[config.mk]
export PLATFORM = sky130hd
export DESIGN_NAME = geip_gpio_edge_pld
export DESIGN_NICKNAME = d
export VERILOG_FILES = /design/src/logic/geip_pkg.sv /design/src/logic/geip_gpio_edge_pld.sv /design/src/logic/geip_i2c_slave.sv
export SDC_FILE = /design/constraint.sdc
export NUM_CORES = 1
export LEC_CHECK = 0
export ABC_AREA = 1
export BUFFER_PORTS_ARGS = -buffer_cell sky130_fd_sc_hd__buf_2
export CAP_MARGIN = 20
export CORE_ASPECT_RATIO = 0.9
export CORE_MARGIN = 1.5
export CORE_UTILIZATION = 52
export CTS_CLUSTER_SIZE = 16
export DETAILED_ROUTE_END_ITERATION = 6
export PLACE_DENSITY = 0.71
export SLEW_MARGIN = 30
export SYNTH_ARGS = -nofsm -noshare
export SYNTH_HDL_FRONTEND = slang
export SYNTH_SLANG_ARGS = --single-unit
[constraint.sdc]
create_clock -name clk_sys_in -period 2.7 [get_ports clk_sys_in]
set_input_delay 0.675 -clock clk_sys_in [delete_from_list [all_inputs] [get_ports clk_sys_in]]
set_output_delay 0.675 -clock clk_sys_in [all_outputs]
set_load 0.005 [all_outputs]
[src/logic/geip_pkg.sv]
// Shared constants and types for the GPIO edge, interrupt and logic block
package geip_pkg;
  // ----------------------------------------
  // Register offsets
  // ----------------------------------------
  localparam logic [7:0] ADDR_MASK = 8'h05;
  localparam logic [7:0] ADDR_SENSE_HI = 8'h06;
  localparam logic [7:0] ADDR_SENSE = 8'h07;
  localparam logic [7:0] ADDR_SRC = 8'h08;
  localparam logic [7:0] ADDR_EVT = 8'h09;
  localparam logic [7:0] ADDR_MODE = 8'h10;
  localparam logic [7:0] ADDR_TAB0 = 8'h11;
  localparam logic [7:0] ADDR_TAB2 = 8'h13;

  // ----------------------------------------
  // Reset values
  // ----------------------------------------
  localparam logic [7:0] RST_MASK = 8'hFF;
  localparam logic [7:0] RST_SENSE = 8'h00;
  localparam logic [3:0] RST_FLAGS = 4'h0;
  localparam logic [1:0] RST_MODE = 2'h0;
  localparam logic [3:0] RST_TAB0 = 4'h0;
  localparam logic [7:0] RST_TAB2 = 8'h00;

  // ----------------------------------------
  // Field layout and encodings
  // ----------------------------------------
  localparam int IO_W = 4;
  localparam int SENSE_W = 2;
  localparam int SENSE_RISE = 0;
  localparam int SENSE_FALL = 1;
  localparam logic [1:0] MODE_GPIO = 2'h0;
  localparam logic [1:0] MODE_DEC2 = 2'h1;
  localparam logic [1:0] MODE_DEC3 = 2'h2;
  localparam logic [1:0] MODE_NONE = 2'h3;
  localparam int DEC2_PIN = 2;
  localparam int DEC3_PIN = 3;
  localparam logic [3:0] BYTE_BITS = 4'h8;

  // Register write strobe from the serial slave
  typedef struct packed {
    logic valid;
    logic [7:0] addr;
    logic [7:0] data;
  } geip_wr_t;
endpackage

[src/logic/geip_gpio_edge_pld.sv]
// Top of the GPIO edge sensing, interrupt flag and small logic block
//
// Notes on behaviour
// - Two sense bits per I/O, I/O3 at top
// - Sense 00 none, 01 rise, 10 fall, 11 both
// - Matching edge sets the event flag
// - Unmasked edge also sets the interrupt flag
// - Write one to interrupt flag clears both flags
// - Interrupt pin low while any interrupt flag set
// - Write one to event flag clears both flags
// - Changing a sense field clears that I/O's flags
// - Mode 00 plain GPIO, mode 11 no function
// - Mode 01 drives I/O2 from first table
// - Mode 10 drives I/O3 from third table
// - First table bit n for I/O1:0 equal n
// - First table only matters in mode 01
// - Mask zero enables, one blocks, resets to ones
// - Third table bit n for I/O2:0 equal n
`timescale 1ns/1ns
`default_nettype none
module geip_gpio_edge_pld #(
  parameter logic [6:0] DEV_ADDR = 7'h2A // Arbitrary bus address
) (
  input wire logic clk_sys_in,
  input wire logic nrst_in,
  input wire logic scl_in,
  input wire logic sda_in,
  output logic sda_out,
  output logic sda_oe_out,
  input wire logic [3:0] gpio_in,
  output logic [3:0] gpio_out,
  output logic [3:0] gpio_oe_out,
  output logic irq_out_n_out
);
  localparam int N = geip_pkg::IO_W;
  localparam int SW = geip_pkg::SENSE_W;

  // ----------------------------------------
  // Helpers
  // ----------------------------------------
  // Edge match for one I/O against its sense field
  function automatic logic edge_hit(input logic [1:0] cfg, input logic now,
                                    input logic was);
    edge_hit = (cfg[geip_pkg::SENSE_RISE] & now & ~was) |
               (cfg[geip_pkg::SENSE_FALL] & ~now & was);
  endfunction

  // ----------------------------------------
  // Declarations
  // ----------------------------------------
  geip_pkg::geip_wr_t wr; // Write strobe from serial slave
  logic [7:0] ptr; // Current register pointer
  logic [7:0] rdata; // Read mux output
  logic [7:0] mask_reg, mask_next; // irq_mask_bits
  logic [7:0] sense_reg, sense_next; // edge_sense_config
  logic [N-1:0] src_reg, src_next; // irq_source_flags
  logic [N-1:0] evt_reg, evt_next; // edge_event_flags
  logic [1:0] mode_reg, mode_next; // logic_mode_field
  logic [3:0] tab0_reg, tab0_next; // two_input_truth_table
  logic [7:0] tab2_reg, tab2_next; // three_input_truth_table
  logic [N-1:0] io_s1_reg, io_s2_reg, io_prev_reg; // Input synchroniser and history
  logic [N-1:0] hit; // Edges seen this cycle
  logic [N-1:0] clr; // Flags cleared this cycle
  logic irq_n_reg, irq_n_next; // Interrupt pin level
  logic [3:0] pin_reg, pin_next; // Logic outputs
  logic [3:0] pin_oe_reg, pin_oe_next; // Logic output enables
  logic sda_zero_reg; // Open-drain low level

  // ----------------------------------------
  // Serial register access
  // ----------------------------------------
  geip_i2c_slave #(
    .DEV_ADDR(DEV_ADDR)
  ) u_slave (
    .clk_sys_in(clk_sys_in),
    .nrst_in(nrst_in),
    .scl_in(scl_in),
    .sda_in(sda_in),
    .sda_oe_out(sda_oe_out),
    .rdata_in(rdata),
    .ptr_out(ptr),
    .wr_out(wr)
  );

  // Read mux; reserved bits and unmapped offsets read zero
  always_comb begin
    unique case (ptr)
      geip_pkg::ADDR_MASK: rdata = mask_reg;
      geip_pkg::ADDR_SENSE: rdata = sense_reg;
      geip_pkg::ADDR_SRC: rdata = {4'h0, src_reg};
      geip_pkg::ADDR_EVT: rdata = {4'h0, evt_reg};
      geip_pkg::ADDR_MODE: rdata = {6'h00, mode_reg};
      geip_pkg::ADDR_TAB0: rdata = {4'h0, tab0_reg};
      geip_pkg::ADDR_TAB2: rdata = tab2_reg;
      default: rdata = 8'h00;
    endcase
  end

  // ----------------------------------------
  // Configuration registers
  // ----------------------------------------
  // Upper bits of narrow registers are dropped; the host keeps them zero
  always_comb begin
    mask_next = mask_reg;
    sense_next = sense_reg;
    mode_next = mode_reg;
    tab0_next = tab0_reg;
    tab2_next = tab2_reg;
    if (wr.valid) begin
      unique case (wr.addr)
        geip_pkg::ADDR_MASK: mask_next = wr.data;
        geip_pkg::ADDR_SENSE: sense_next = wr.data;
        geip_pkg::ADDR_MODE: mode_next = wr.data[1:0];
        geip_pkg::ADDR_TAB0: tab0_next = wr.data[3:0];
        geip_pkg::ADDR_TAB2: tab2_next = wr.data;
        default: begin
          // Flag registers and unmapped offsets store nothing here
        end
      endcase
    end
  end

  // ----------------------------------------
  // Edge detection and flags
  // ----------------------------------------
  always_comb begin
    clr = '0;
    for (int i = 0; i < N; i++) begin
      hit[i] = edge_hit(sense_reg[SW*i +: SW], io_s2_reg[i], io_prev_reg[i]);
      // A changed sense field drops stale flags of that I/O
      if (wr.valid && wr.addr == geip_pkg::ADDR_SENSE &&
          wr.data[SW*i +: SW] != sense_reg[SW*i +: SW]) begin
        clr[i] = 1'b1;
      end
    end
    // Either flag register clears both flags on a one
    if (wr.valid && (wr.addr == geip_pkg::ADDR_SRC || wr.addr == geip_pkg::ADDR_EVT)) begin
      clr = clr | wr.data[N-1:0];
    end
    // Set after clear, so an edge in the clearing cycle survives
    evt_next = (evt_reg & ~clr) | hit;
    src_next = (src_reg & ~clr) | (hit & ~mask_reg[N-1:0]);
    irq_n_next = ~|src_next;
  end

  // ----------------------------------------
  // Logic decode outputs
  // ----------------------------------------
  // Decode follows the synchronised pins, so a pin that drives its own
  // selector sees its own output two cycles later
  always_comb begin
    pin_next = 4'h0;
    pin_oe_next = 4'h0;
    unique case (mode_reg)
      geip_pkg::MODE_GPIO, geip_pkg::MODE_NONE: begin
        // No pin is taken over by the decode logic
      end
      geip_pkg::MODE_DEC2: begin
        pin_oe_next[geip_pkg::DEC2_PIN] = 1'b1;
        pin_next[geip_pkg::DEC2_PIN] = tab0_reg[io_s2_reg[1:0]];
      end
      geip_pkg::MODE_DEC3: begin
        pin_oe_next[geip_pkg::DEC3_PIN] = 1'b1;
        pin_next[geip_pkg::DEC3_PIN] = tab2_reg[io_s2_reg[2:0]];
      end
    endcase
  end

  // ----------------------------------------
  // Registers
  // ----------------------------------------
  always_ff @(posedge clk_sys_in or negedge nrst_in) begin
    if (!nrst_in) begin
      mask_reg <= geip_pkg::RST_MASK;
      sense_reg <= geip_pkg::RST_SENSE;
      src_reg <= geip_pkg::RST_FLAGS;
      evt_reg <= geip_pkg::RST_FLAGS;
      mode_reg <= geip_pkg::RST_MODE;
      tab0_reg <= geip_pkg::RST_TAB0;
      tab2_reg <= geip_pkg::RST_TAB2;
      irq_n_reg <= 1'b1;
      io_s1_reg <= '0;
      io_s2_reg <= '0;
      io_prev_reg <= '0;
      pin_reg <= 4'h0;
      pin_oe_reg <= 4'h0;
      sda_zero_reg <= 1'b0;
    end else begin
      mask_reg <= mask_next;
      sense_reg <= sense_next;
      src_reg <= src_next;
      evt_reg <= evt_next;
      mode_reg <= mode_next;
      tab0_reg <= tab0_next;
      tab2_reg <= tab2_next;
      irq_n_reg <= irq_n_next;
      io_s1_reg <= gpio_in;
      io_s2_reg <= io_s1_reg;
      io_prev_reg <= io_s2_reg;
      pin_reg <= pin_next;
      pin_oe_reg <= pin_oe_next;
      sda_zero_reg <= 1'b0;
    end
  end

  assign gpio_out = pin_reg;
  assign gpio_oe_out = pin_oe_reg;
  assign irq_out_n_out = irq_n_reg;
  assign sda_out = sda_zero_reg;
endmodule
`default_nettype wire

[src/logic/geip_i2c_slave.sv]
// Two-wire serial slave giving byte-wide register access with auto-increment
`timescale 1ns/1ns
`default_nettype none
module geip_i2c_slave #(
  parameter logic [6:0] DEV_ADDR = 7'h2A // Arbitrary bus address
) (
  input wire logic clk_sys_in,
  input wire logic nrst_in,
  input wire logic scl_in,
  input wire logic sda_in,
  output logic sda_oe_out,
  input wire logic [7:0] rdata_in,
  output logic [7:0] ptr_out,
  output geip_pkg::geip_wr_t wr_out
);
  typedef enum logic [3:0] {
    ST_IDLE, ST_DEV, ST_DEVACK, ST_PTR, ST_PTRACK, ST_WR, ST_WRACK, ST_RD, ST_RDACK
  } geip_i2c_st_t;

  // ----------------------------------------
  // State
  // ----------------------------------------
  geip_i2c_st_t st_reg, st_next; // Transfer phase
  logic scl_reg, sda_reg, scl_p_reg, sda_p_reg; // Line samples, current and previous
  logic [3:0] cnt_reg, cnt_next; // Bit count in byte
  logic [7:0] sh_reg, sh_next; // Shift register
  logic [7:0] ptr_reg, ptr_next; // Register pointer
  logic oe_reg, oe_next; // Pull data line low
  logic rw_reg, rw_next; // Read transfer
  logic ack_reg, ack_next; // Master acked last read byte
  geip_pkg::geip_wr_t wr_reg, wr_next;
  logic rise, fall, start, stop;

  // Line events; start and stop take priority over data bits
  assign rise = scl_reg & ~scl_p_reg;
  assign fall = ~scl_reg & scl_p_reg;
  assign start = scl_reg & scl_p_reg & sda_p_reg & ~sda_reg;
  assign stop = scl_reg & scl_p_reg & ~sda_p_reg & sda_reg;

  // ----------------------------------------
  // Next state
  // ----------------------------------------
  always_comb begin
    st_next = st_reg;
    cnt_next = cnt_reg;
    sh_next = sh_reg;
    ptr_next = ptr_reg;
    oe_next = oe_reg;
    rw_next = rw_reg;
    ack_next = ack_reg;
    wr_next = '0;
    if (stop) begin
      st_next = ST_IDLE;
      oe_next = 1'b0;
    end else if (start) begin
      // Repeated start keeps the pointer
      st_next = ST_DEV;
      cnt_next = 4'h0;
      oe_next = 1'b0;
    end else begin
      unique case (st_reg)
        ST_IDLE: begin
        end
        ST_DEV, ST_PTR, ST_WR: begin
          if (rise) begin
            sh_next = {sh_reg[6:0], sda_reg};
            cnt_next = cnt_reg + 4'h1;
          end else if (fall && cnt_reg == geip_pkg::BYTE_BITS) begin
            cnt_next = 4'h0;
            oe_next = 1'b1;
            if (st_reg == ST_DEV) begin
              // Other addresses: stay off the bus until next start
              if (sh_reg[7:1] == DEV_ADDR) begin
                rw_next = sh_reg[0];
                st_next = ST_DEVACK;
              end else begin
                oe_next = 1'b0;
                st_next = ST_IDLE;
              end
            end else if (st_reg == ST_PTR) begin
              ptr_next = sh_reg;
              st_next = ST_PTRACK;
            end else begin
              wr_next = '{valid: 1'b1, addr: ptr_reg, data: sh_reg};
              st_next = ST_WRACK;
            end
          end
        end
        ST_DEVACK: begin
          if (fall) begin
            if (rw_reg) begin
              sh_next = rdata_in;
              oe_next = ~rdata_in[7];
              st_next = ST_RD;
            end else begin
              oe_next = 1'b0;
              st_next = ST_PTR;
            end
          end
        end
        ST_PTRACK: begin
          if (fall) begin
            oe_next = 1'b0;
            st_next = ST_WR;
          end
        end
        ST_WRACK: begin
          if (fall) begin
            oe_next = 1'b0;
            ptr_next = ptr_reg + 8'h01;
            st_next = ST_WR;
          end
        end
        ST_RD: begin
          if (fall) begin
            if (cnt_reg == 4'h7) begin
              oe_next = 1'b0;
              ptr_next = ptr_reg + 8'h01;
              cnt_next = 4'h0;
              st_next = ST_RDACK;
            end else begin
              sh_next = {sh_reg[6:0], 1'b0};
              oe_next = ~sh_reg[6];
              cnt_next = cnt_reg + 4'h1;
            end
          end
        end
        ST_RDACK: begin
          if (rise) begin
            ack_next = ~sda_reg;
          end else if (fall) begin
            // Pointer already moved on, so the next byte is fetched here
            if (ack_reg) begin
              sh_next = rdata_in;
              oe_next = ~rdata_in[7];
              st_next = ST_RD;
            end else begin
              st_next = ST_IDLE;
            end
          end
        end
      endcase
    end
  end

  // ----------------------------------------
  // Registers
  // ----------------------------------------
  always_ff @(posedge clk_sys_in or negedge nrst_in) begin
    if (!nrst_in) begin
      st_reg <= ST_IDLE;
      {scl_reg, sda_reg, scl_p_reg, sda_p_reg} <= 4'hF;
      cnt_reg <= 4'h0;
      sh_reg <= 8'h00;
      ptr_reg <= 8'h00;
      oe_reg <= 1'b0;
      rw_reg <= 1'b0;
      ack_reg <= 1'b0;
      wr_reg <= '0;
    end else begin
      st_reg <= st_next;
      {scl_reg, sda_reg} <= {scl_in, sda_in};
      {scl_p_reg, sda_p_reg} <= {scl_reg, sda_reg};
      cnt_reg <= cnt_next;
      sh_reg <= sh_next;
      ptr_reg <= ptr_next;
      oe_reg <= oe_next;
      rw_reg <= rw_next;
      ack_reg <= ack_next;
      wr_reg <= wr_next;
    end
  end

  assign sda_oe_out = oe_reg;
  assign ptr_out = ptr_reg;
  assign wr_out = wr_reg;
endmodule
`default_nettype wire

Word-level counts from Yosys, hierarchy flattened

Cells that the tools add are included.
W data, S select, Z words.

Add/subtract/negate cells: 2
Magnitude comparators: 2
Equality and inequality tests: 56
Multiplexer cells: 75
Bitwise logic cells: 52
Reduce and logical (&&, ||, !) cells: 28

Operators by type and width:

| operator              | number |
|---|---|
| $mux W8               | 15 |
| $mux W17              | 7 |
| $mux W4               | 17 |
| $pmux W8 S7           | 1 |
| $eq A8 B5 Y1 const B  | 6 |
| $eq A8 B3 Y1 const B  | 4 |
| $eq A8 B4 Y1 const B  | 4 |
| $ne A4 B1 Y1 const B  | 8 |
| $pmux W8 S4           | 1 |
| $mux W1               | 24 |
| $pmux W8 S3           | 1 |
| $and A1 B1 Y1         | 23 |
| $eq A4 B3 Y1 const B  | 5 |
| $ne A2 B1 Y1 const B  | 10 |
| $pmux W4 S5           | 1 |
| $reduce_and A9 Y1     | 2 |
| $not A1 Y1            | 17 |
| $and A4 B4 Y4         | 3 |
| $or A4 B4 Y4          | 3 |
| $reduce_and A11 Y1    | 1 |
| $reduce_and A10 Y1    | 1 |
| $reduce_and A2 Y1     | 5 |
| $add A8 B1 Y8 const B | 1 |
| $eq A4 B2 Y1 const B  | 2 |
| other kinds (31)      | 53 |

Register bits: 103
Input port bits: 8
Output and inout port bits: 11
Logic and storage cells: 242

Logic depth before layout (Yosys ltp)

Gate-level depths: netlist (run 1).

Depth after elaboration: 11
Gate-level depth with buffers: 12
Gate-level depth less buffers: 12

By module

From an unflattened synthesis (run 1), not the netlist that was laid out.

Cells, all modules: 701
Area, all modules: 5447.7 um^2

Modules (own cells, without submodules):

| module             | instances | cells each | area an instance (um^2) |
|---|---|---|---|
| geip_gpio_edge_pld | 1         | 344        | 2805.2 |
| geip_i2c_slave     | 1         | 357        | 2642.5 |

Worst setup path after synthesis (run 1)

OpenSTA, ideal clock, no wires.

Kind: register -> register
Start point: reg u_slave.scl_reg
End point: reg u_slave.sh_reg[0]
Library setup time: 0.122 ns
Data arrival time: 1.432 ns
Data required time: 2.578 ns
Slack: 1.147 ns
Stages on the path, launching flop included: 10
Buffers on the path: 1
Period minus slack after synthesis: 1.553 ns
Cells stage by stage: dfstp_2 -> inv_2 -> or2_0 -> buf_2 -> nand2_1 -> nand3_1 -> nor2_2 -> nand2_2 -> nor2_1 -> a21oi_1

Word-level cells in the longest chain between the ends: 5
Elaborated cells between the ends (all ways): 16
Classes of those cells: 5 x eq/ne; 10 x bitwise; 1 x reduce/logical

RTL lines:

| element                                        | RTL line                                   | RTL |
|---|---|---|
| from (decl)                                    | geip_i2c_slave.sv:24                       | `logic scl_reg, sda_reg, scl_p_reg, sda_p_reg;` |
| from (signal assigned)                         | geip_i2c_slave.sv:162                      | `{scl_reg, sda_reg} <= {scl_in, sda_in};` |
| $and A1 B1 Y1                                  | geip_i2c_slave.sv:37, geip_i2c_slave.sv:38 |  |
| $and A1 B1 Y1 (on tied branches) (2 in series) | geip_i2c_slave.sv:37, geip_i2c_slave.sv:38 |  |
| $not A1 Y1 (no line)                           | n/a                                        |  |
| $reduce_and A11 Y1 (no line) (*)               | n/a                                        |  |
| to (signal assigned)                           | geip_i2c_slave.sv:165                      | `sh_reg <= sh_next;` |
| to (decl)                                      | geip_i2c_slave.sv:26                       | `logic [7:0] sh_reg, sh_next;` |

Mark *: on every way between the ends. The rest lies on a longest branch, timed or not.
A chain may end at the register's enable or synchronous reset.

Worst setup path after layout (run 1)

Start point: reg u_slave.ptr_reg[0], in the netlist u_slave.ptr_out[0]
End point: reg u_slave.sh_reg[7]

Word-level cells in the longest chain between the ends: 6
Elaborated cells between the ends (all ways): 14
Classes of those cells: 7 x eq/ne; 7 x mux

RTL lines:

| element                                    | RTL line                 | RTL |
|---|---|---|
| from (decl)                                | geip_i2c_slave.sv:27     | `logic [7:0] ptr_reg, ptr_next;` |
| from (signal assigned)                     | geip_i2c_slave.sv:166    | `ptr_reg <= ptr_next;` |
| $eq A8 B5 Y1, or another cell as far along | geip_gpio_edge_pld.sv:87 | `unique case (ptr)` |
| $pmux W8 S7 (*)                            | geip_gpio_edge_pld.sv:87 |  |
| $mux W8                                    | geip_i2c_slave.sv:133    | `if (ack_reg) begin` |
| $mux W8                                    | geip_i2c_slave.sv:131    | `end else if (fall) begin` |
| $mux W8                                    | geip_i2c_slave.sv:129    | `if (rise) begin` |
| $pmux W8 S4 (*)                            | geip_i2c_slave.sv:61     | `unique case (st_reg)` |

Mark *: on every way between the ends. The rest lies on a longest branch, timed or not. The select of a mux whose other input is x is not followed.

==> metrics.txt, run 1 <==
ANT cells=0; Avg WL per Cell=15.0 um; Synth Flop Type=dfrtp_1; initial antenna violation count=0; die height=99.7 um; Initial Util=0.532; Core Rows=35; cts bufs inserted=9; GP Congestion=approximately 0.91; RR Endpoint=u_slave.sh_reg[7]; clock tree sinks=103; GRT Total Usage=0.245; final cell count without fillers=843; # nets final=~720; Worst Hold Class=input pin to async pin; die width=110 um; ys async rst share=1.00; f_max=504 MHz; yosys warns=0; Synth Instances=694; Detailed Route WL=12.7 mm; Clock Power Share=0.246; CP Capture Type=register; maximum vdd ir drop=0.495 mV; proportion of layout cells with a drive suffix above 1=0.119; worst-path cell chain=ha_1 > nand3_1 > nor2_1 > nand2_1 > nand3_1 > nand2_1 > o211ai_1 > nand2_1 > nand2_1; CTS tree=built; vias in the first global route=4403; die area=between 0.01 and 0.015 mm2; Critical-path top delay cell=nor2_1; P&R area growth vs syn=8.61%; Synth cell types=45; Yosys reg bits=between 100 and 150; Max Cap Viol=0; via count=4560; Max Root-Sink Buffers=2; CP bufs+invs=0; status=completed; cts hold-fix bufs=0; Comb power frac=0.369; core footprint=0.0102 mm2; grt total ovfl=0; final antenna-violating net count=0; wire length of the first global-routing pass=21.5 mm; Flop pwr share=0.385; Detailed Place HPWL=around 9.5 mm; fill count=924; Data arrival, critical path=roughly 2300 ps; DR vias/cell=5.41; crit path from=u_slave.ptr_out[0]; internal power=3.00 mW; Final Max Tran Viols=0; most frequent cells in the layout=nand2_1 (191), nor2_1 (94), dfrtp_1 (90); Max-slew headroom=0.532; reg2reg setup slack=720 ps; Finish-stage setup viols=0; largest delay contributor family on the critical path=simple AND/OR/NAND/NOR gates; fin crit period=1980 ps; most common cell after layout, fill and taps aside=nand2_1; largest net degree at the start of global routing=44; root cell of the clock tree=clkbuf_16; Setup Crit Path Kind=register to register; Worst R2R Path Depth=9; Startpoint Class=register; Post-synth EDFFs=0; Starting DRT DRC Count=420; Max stage delay on crit path=550 ps; worst clock skew=7.58 ps; H-tree levels=3; post_cts resized=0; Hold Vio Cnt, Final=0; Worst Max-Slew Pin Slew=700 ps; period utilization=0.734; crit path max fanout=8; netlist area before placement=0.00541 mm2; Largest register FFs=17; total placed cells including tap cells=827; Pwr Density=871 mW/mm2; register area share after synthesis=0.480; clk slew on worst S/H paths=70 ps; CP Capture Point=u_slave.sh_reg[7]; leakage=2.85 nW; Post-CTS Setup Inserts=0; FF-to-FF Start=u_slave.ptr_out[0]; P_sw=between 2 and 2.5 mW; drt pass-1 iters=7; setup repair after global routing missed its margin=no; drc violations=0; cell mode on critical path=nand2_1; sw frac=0.413; syn_area_per_cell=7.79 um2; Levels on crit path=9; clock latency on the worst-skew pair=350 ps; Fin Setup TNS=0 ps; Worst Path Required=2990 ps; IO Port Bufs=13; IO Count=19
worst register-to-register path, cell delays in order, from the launching register on:
cell	delay (ps)
dfrtp_1	420
ha_1	270
nand3_1	120
nor2_1	550
nand2_1	100
nand3_1	180
nand2_1	90
o211ai_1	80
nand2_1	60
nand2_1	60
cell families after synthesis:
kind of cell,synth area share
xor gates and xnor gates,0.0194
DFF,0.480
and+or+nand+nor,0.329
other,0.000694
buffers and inverters,0.0694
adders and majority gates,0.0116
AOI/OAI and AO/OA,0.0900
metrics by stage:
| step | setup WS, ps | utilization | hold slack [ps] | power [mW] | instance area (um2) |
|---|---|---|---|---|---|
| 4_1_cts | 753 | 0.578 | 352 | 5.13 | 5870 |
| 6_report | 718 | 0.578 | 335 | 5.11 | 5870 |
| 3_5_place_dp | 773 | 0.549 | 335 | 3.86 | 5580 |
| 5_1_grt | 495 | 0.578 | 357 | 5.50 | 5870 |
| 3_3_place_gp | 818 | 0.549 | 334 | 3.81 | 5580 |
| 2_1_floorplan | 1150 | - | 331 | 3.43 | 5420 |
cell usage after synthesis, types with 6 or more instances:
cell type / instances / area (um2)
xnor2_1: 8 / 70.1
inv_2: 8 / 30.0
o21ai_0: 53 / 265
dfrtp_1: 90 / 2250
nand2_2: 7 / 43.8
dfstp_2: 13 / 342
nand2_1: 191 / 717
a21oi_1: 11 / 55.1
inv_1: 63 / 236
nand4_1: 6 / 37.5
nor2_2: 7 / 43.8
nand3_1: 66 / 330
nor3_1: 8 / 40.0
nor2_1: 94 / 353
power by group through the flow:
stage | combinational, mW | sequential [mW] | clock (mW)
final | 1.89 | 1.97 | 1.26
after global routing | 2.16 | 2.00 | 1.34
after CTS | 1.87 | 1.96 | 1.29
after detailed placement | 1.87 | 1.99 | 0
after global placement | 1.83 | 1.98 | 0
after floorplan | 1.53 | 1.90 | 0
per-layer routing:
layer	vias to the layer above	routed length, um	GRT usage
met5	-	0	0
met3	17	800	0.0463
met2	137	5670	0.378
met4	0	155	0.0710
li1	2237	-	-
met1	2169	6060	0.354
worst min path at each step:
stage	cells past startpoint	to	slack, ps	start
6_report	1	u_slave.wr_out[16]	330	nrst_in
3_3_place_gp	0	io_s2_reg[0]	330	io_s1_reg[0]
3_5_place_dp	0	io_s2_reg[2]	330	io_s1_reg[2]
5_1_grt	0	io_s2_reg[2]	360	io_s1_reg[2]
2_1_floorplan	0	io_s2_reg[0]	330	io_s1_reg[0]
4_1_cts	0	io_s2_reg[2]	350	io_s1_reg[2]
area by class of cell:
type                       count  area [um2]  area share
sequential                   103        2590       0.442
tap                          129         161      0.0275
timing repair buffer          15        95.1      0.0162
multi-input combinational    507        2450       0.418
clock inverter                 6        51.3     0.00874
inverter                      73         279      0.0475
clock buffer                  10         239      0.0407
Power figures use the tool's default switching activity.
==> inputs of run 2 (changes only) <==
Clock period 2.7 ns to 2 ns, I/O delays scaled along.
==> metrics.txt, run 2 (synthesis results as in run 1) <==
die width=110 um (unchanged); largest delay contributor family on the critical path=simple AND/OR/NAND/NOR gates; P&R area growth vs syn=10.1%; worst clock skew=13.6 ps (+6.06 ps); proportion of layout cells with a drive suffix above 1=0.135 (+0.0163); GP Congestion=0.957 (+5.0%); drc violations=0 (unchanged); vias in the first global route=4415 (+0.27%); root cell of the clock tree=clkbuf_16; GRT Total Usage=0.246 (+0.00180); Detailed Place HPWL=9.24 mm (-3.1%); Pwr Density=1170 mW/mm2 (+35%); Power Total=6.97 mW (+36%); cell mode on critical path=nand2_1; register area=0.00259 mm2 (unchanged); setup repair after global routing missed its margin=no; clock tree sinks=103 (unchanged); Multi-input gate area=0.00246 mm2 (+0.31%); Core Rows=35 (unchanged); f_max=552 MHz (+9.4%); Fin Setup TNS=0 ps (unchanged); leakage=2.90 nW (+1.8%); most frequent cells in the layout=nand2_1 (191), nor2_1 (91), dfrtp_1 (90); CP bufs+invs=0 (unchanged); initial antenna violation count=0 (unchanged); die area=0.0110 mm2 (unchanged); Data arrival, critical path=2110 ps (-160 ps); Critical-path top delay cell=dfstp_2; maximum vdd ir drop=0.764 mV (+54%); fill count=918 (-0.65%); Avg WL per Cell=14.9 um (-1.0%); Worst Max-Slew Pin Slew=521 ps (-179 ps); Finish-stage setup viols=0 (unchanged); Max Cap Viol=0 (unchanged); crit path max fanout=7 (-1); DR vias/cell=5.38 (-0.61%); largest net degree at the start of global routing=39 (-11%); most common cell after layout, fill and taps aside=nand2_1; Largest register FFs=17 (unchanged); CP Capture Type=register; die height=99.7 um (unchanged); Worst R2R Path Depth=8 (-1); Setup Crit Path Kind=register to register; Worst Path Required=2300 ps (-690 ps); RR Endpoint=u_slave.st_reg[1]; Worst Hold Class=input pin to async pin; worst-path cell chain=nand3_1 > nand2_1 > nand2_1 > a21oi_1 > nand2_2 > nor2_4 > nand3_1 > nand2_1; Startpoint Class=register; IO Count=19 (unchanged); cts bufs inserted=9 (unchanged); core footprint=0.0102 mm2 (unchanged); grt total ovfl=0 (unchanged); IO Port Bufs=13 (unchanged); via count=4586 (+0.57%); Detailed Route WL=12.7 mm (+0.15%); Max Root-Sink Buffers=2 (unchanged); fin crit period=1810 ps (-170 ps); period utilization=0.906 (+0.172); Hold Vio Cnt, Final=0 (unchanged); # nets final=732 (+1.4%); Starting DRT DRC Count=412 (-1.9%); Post-CTS Setup Inserts=0 (unchanged); Max-slew headroom=0.653 (+0.121); ANT cells=0 (unchanged); clk slew on worst S/H paths=80 ps (about the same); clock latency on the worst-skew pair=360 ps (about the same); Final Max Tran Viols=0 (unchanged); status=completed; wire length of the first global-routing pass=21.6 mm (+0.26%); reg2reg setup slack=190 ps (-530 ps); H-tree levels=3 (unchanged); final antenna-violating net count=0 (unchanged); CTS tree=built; FF-to-FF Start=u_slave.scl_p_reg; Max stage delay on crit path=590 ps (+40 ps); Initial Util=0.532 (unchanged); drt pass-1 iters=5 (-2)
-- run 2: layout make-up --
type | instances | area share
Clock buffer | 9 | 0.0378
Clock inverter | 7 | 0.0105
Inverter | 73 | 0.0469
Multi-Input combinational cell | 507 | 0.413
Sequential cell | 103 | 0.436
Tap cell | 129 | 0.0271
Timing Repair Buffer | 25 | 0.0286
-- run 2: repair_timing --
action | 4_1_cts | 5_1_grt
hold buffers | 0 | 0
endpoints found under the setup margin | 0 | 7
resized for setup | 0 | 3
-- run 2: per-layer routing --
| layer | GRT usage | share of wire | up-vias |
|---|---|---|---|
| li1 | - | - | 2268 |
| met1 | 0.348 | 0.48 | 2188 |
| met2 | 0.387 | 0.45 | 115 |
| met3 | 0.0512 | 0.057 | 15 |
| met4 | 0.0730 | 0.013 | 0 |
| met5 | 0 | 0 | - |
-- run 2: report_power, final --
part           leakage, nW  internal (mW)  switching, mW  total (mW)
Combinational         1.45          0.846           1.75        2.60
Clock                0.144          0.873          0.843        1.72
Sequential            1.30           2.35          0.316        2.66
Total                 2.90           4.06           2.91        6.97
-- run 2: worst register-to-register path: cells and delay by family, from the launching register on --
| family | cells | cell delay (ps) |
|---|---|---|
| simple gates | 7 | 860 |
| flops | 1 | 590 |
| compound gates | 1 | 300 |
-- run 2: through the flow --
stage / setup slack [ps] / hold slack [ps] / instance area [um2] / cells / util
final: 187 / 110 / 5950 / 853 / 0.586
after global routing: 10.8 / 159 / 5950 / 853 / 0.586
after CTS: 151 / 137 / 5940 / 853 / 0.585
after detailed placement: 166 / 336 / 5660 / 837 / 0.557
after floorplan: 447 / 204 / 5420 / 698 / -
after global placement: 243 / 333 / 5660 / 837 / 0.557
-- run 2: how the worst max path moves through the flow --
stage,depth (start not counted),to,from
finish,8,u_slave.st_reg[1],u_slave.scl_p_reg
global route,10,u_slave.sh_reg[7],u_slave.ptr_out[1]
floorplan,9,u_slave.sh_reg[0],u_slave.scl_reg
CTS,10,u_slave.sh_reg[7],u_slave.ptr_out[1]
detailed placement,9,u_slave.sda_oe_out,u_slave.ptr_out[1]
global placement,9,u_slave.sda_oe_out,u_slave.ptr_out[1]
==> inputs of run 3 (changes only) <==
Settings changed: BUFFER_PORTS_ARGS -buffer_cell sky130_fd_sc_hd__buf_2 to -buffer_cell sky130_fd_sc_hd__buf_4, REMOVE_ABC_BUFFERS set to 1.
==> metrics.txt, run 3 (synthesis results as in run 1) <==
CP Capture Type=register; die height=99.7 um (unchanged); register area=0.00259 mm2 (unchanged); Detailed Place HPWL=9.33 mm (+1.0%); CP bufs+invs=1 (+1); core footprint=0.0102 mm2 (unchanged); via count=4628 (+0.92%); final antenna-violating net count=0 (unchanged); largest delay contributor family on the critical path=simple AND/OR/NAND/NOR gates; GP Congestion=0.923 (-3.6%); die width=110 um (unchanged); H-tree levels=3 (unchanged); total placed cells including tap cells=836 (-0.12%); Worst Hold Class=input pin to async pin; setup repair after global routing missed its margin=no; post-route cell area=0.00599 mm2 (+0.67%); grt total ovfl=0 (unchanged); CTS tree=built; Setup Crit Path Kind=register to register; fill count=915 (-0.33%); IO Count=19 (unchanged); drc violations=0 (unchanged); clock latency on the worst-skew pair=360 ps (about the same); grt met2 use=0.381 (-0.00665); period utilization=0.921 (+0.0148); GRT Total Usage=0.241 (-0.00487); status=completed; Pwr Density=1180 mW/mm2 (+0.62%); cts bufs inserted=9 (unchanged); DR vias/cell=5.43 (+1.0%); most frequent cells in the layout=nand2_1 (191), nor2_1 (92), dfrtp_1 (90); most common cell after layout, fill and taps aside=nand2_1; Max Cap Viol=0 (unchanged); Critical-path top delay cell=dfstp_2; Worst Path Required=2240 ps (-60 ps); Fin Setup TNS=0 ps (unchanged); dpl ws=184 ps (+17.3 ps); cts hold-fix bufs=0 (unchanged); Hold Vio Cnt, Final=0 (unchanged); worst-path cell chain=inv_2 > or2_0 > nand2_1 > nand3_1 > nor2_2 > nand2_2 > nor2_1 > a21oi_1; met3 Use GR=0.0457 (-0.00548); IO Port Bufs=13 (unchanged); maximum vdd ir drop=0.649 mV (-15%); # nets final=731 (-0.14%); initial antenna violation count=0 (unchanged); clock tree sinks=103 (unchanged); wire length of the first global-routing pass=21.0 mm (-2.8%); worst clock skew=8.20 ps (-5.43 ps); crit path from=u_slave.scl_reg; Power Total=7.06 mW (+1.3%); Initial Util=0.532 (unchanged); Max stage delay on crit path=590 ps (about the same); Startpoint Class=register; Post-CTS Setup Inserts=0 (unchanged); global route hottest layer=met2; drt pass-1 iters=5 (unchanged); P&R area growth vs syn=10.8%; Starting DRT DRC Count=421 (+2.2%); Largest register FFs=17 (unchanged); placed instance area=0.00568 mm2 (+0.40%); largest net degree at the start of global routing=37 (-5.1%); final cell count without fillers=852 (-0.12%); Multi-input gate area=0.00246 mm2 (-0.10%); fin crit period=1840 ps (+29.5 ps); leakage=2.91 nW (+0.21%); GR met1 Demand/Resource=0.343 (-0.00507); root cell of the clock tree=clkbuf_16; post-layout util=0.590 (+0.00394); Detailed Route WL=12.4 mm (-2.1%); Finish-stage setup viols=0 (unchanged); clk slew on worst S/H paths=70 ps (about the same); Final Max Tran Viols=0 (unchanged); post_cts resized=0 (unchanged); fin worst setup slack=158 ps (-29.5 ps); Max Root-Sink Buffers=2 (unchanged); FF-to-FF Start=u_slave.scl_reg; Core Rows=35 (unchanged); crit path max fanout=6 (-1); Avg WL per Cell=14.6 um (-2.0%); Worst Hold Slack=79.5 ps (-30.0 ps); reg2reg setup slack=160 ps (-30 ps); Data arrival, critical path=2080 ps (-30 ps); proportion of layout cells with a drive suffix above 1=0.133 (-0.00258); die area=0.0110 mm2 (unchanged); ANT cells=0 (unchanged); f_max=543 MHz (-1.6%); vias in the first global route=4255 (-3.6%)
==> run 3: changes by cell type in the layout (fill, tap and decap cells not counted), sizes merged <==
cell / delta
clkinvlp: +1
inv: -3
clkbuf: +1
buf: -1
bufinv: +1
==> run 3: power by group <==
| group | internal [mW] | switching [mW] |
|---|---|---|
| Clock | 1.01 | 0.795 |
| Sequential | 2.35 | 0.322 |
| Combinational | 0.853 | 1.74 |
==> run 3: cell type report <==
type	count	share of cell area
flip-flops and latches	103	0.433
repair buffers	24	0.0322
well taps	129	0.0269
clock buffers	10	0.0399
clock inverters	6	0.0115
multi-input cells	507	0.410
inverters	73	0.0466
==> run 3: final timing paths <==
path                                            to  depth (start not counted)
worst max-delay path             u_slave.sh_reg[0]                          8
worst min-delay path            u_slave.ptr_out[5]                          1
worst max register to register   u_slave.sh_reg[0]                          8
worst min register to register        io_s2_reg[2]                          0
max in group asynchronous              mask_reg[3]                          2
min in group clk_sys_in            u_slave.sda_reg                          1
==> run 3: routing by layer <==
metal | wire length, um | share of wire
met2 | 5490 | 0.44
met5 | 0 | 0
met3 | 657 | 0.053
met1 | 6080 | 0.49
met4 | 211 | 0.017
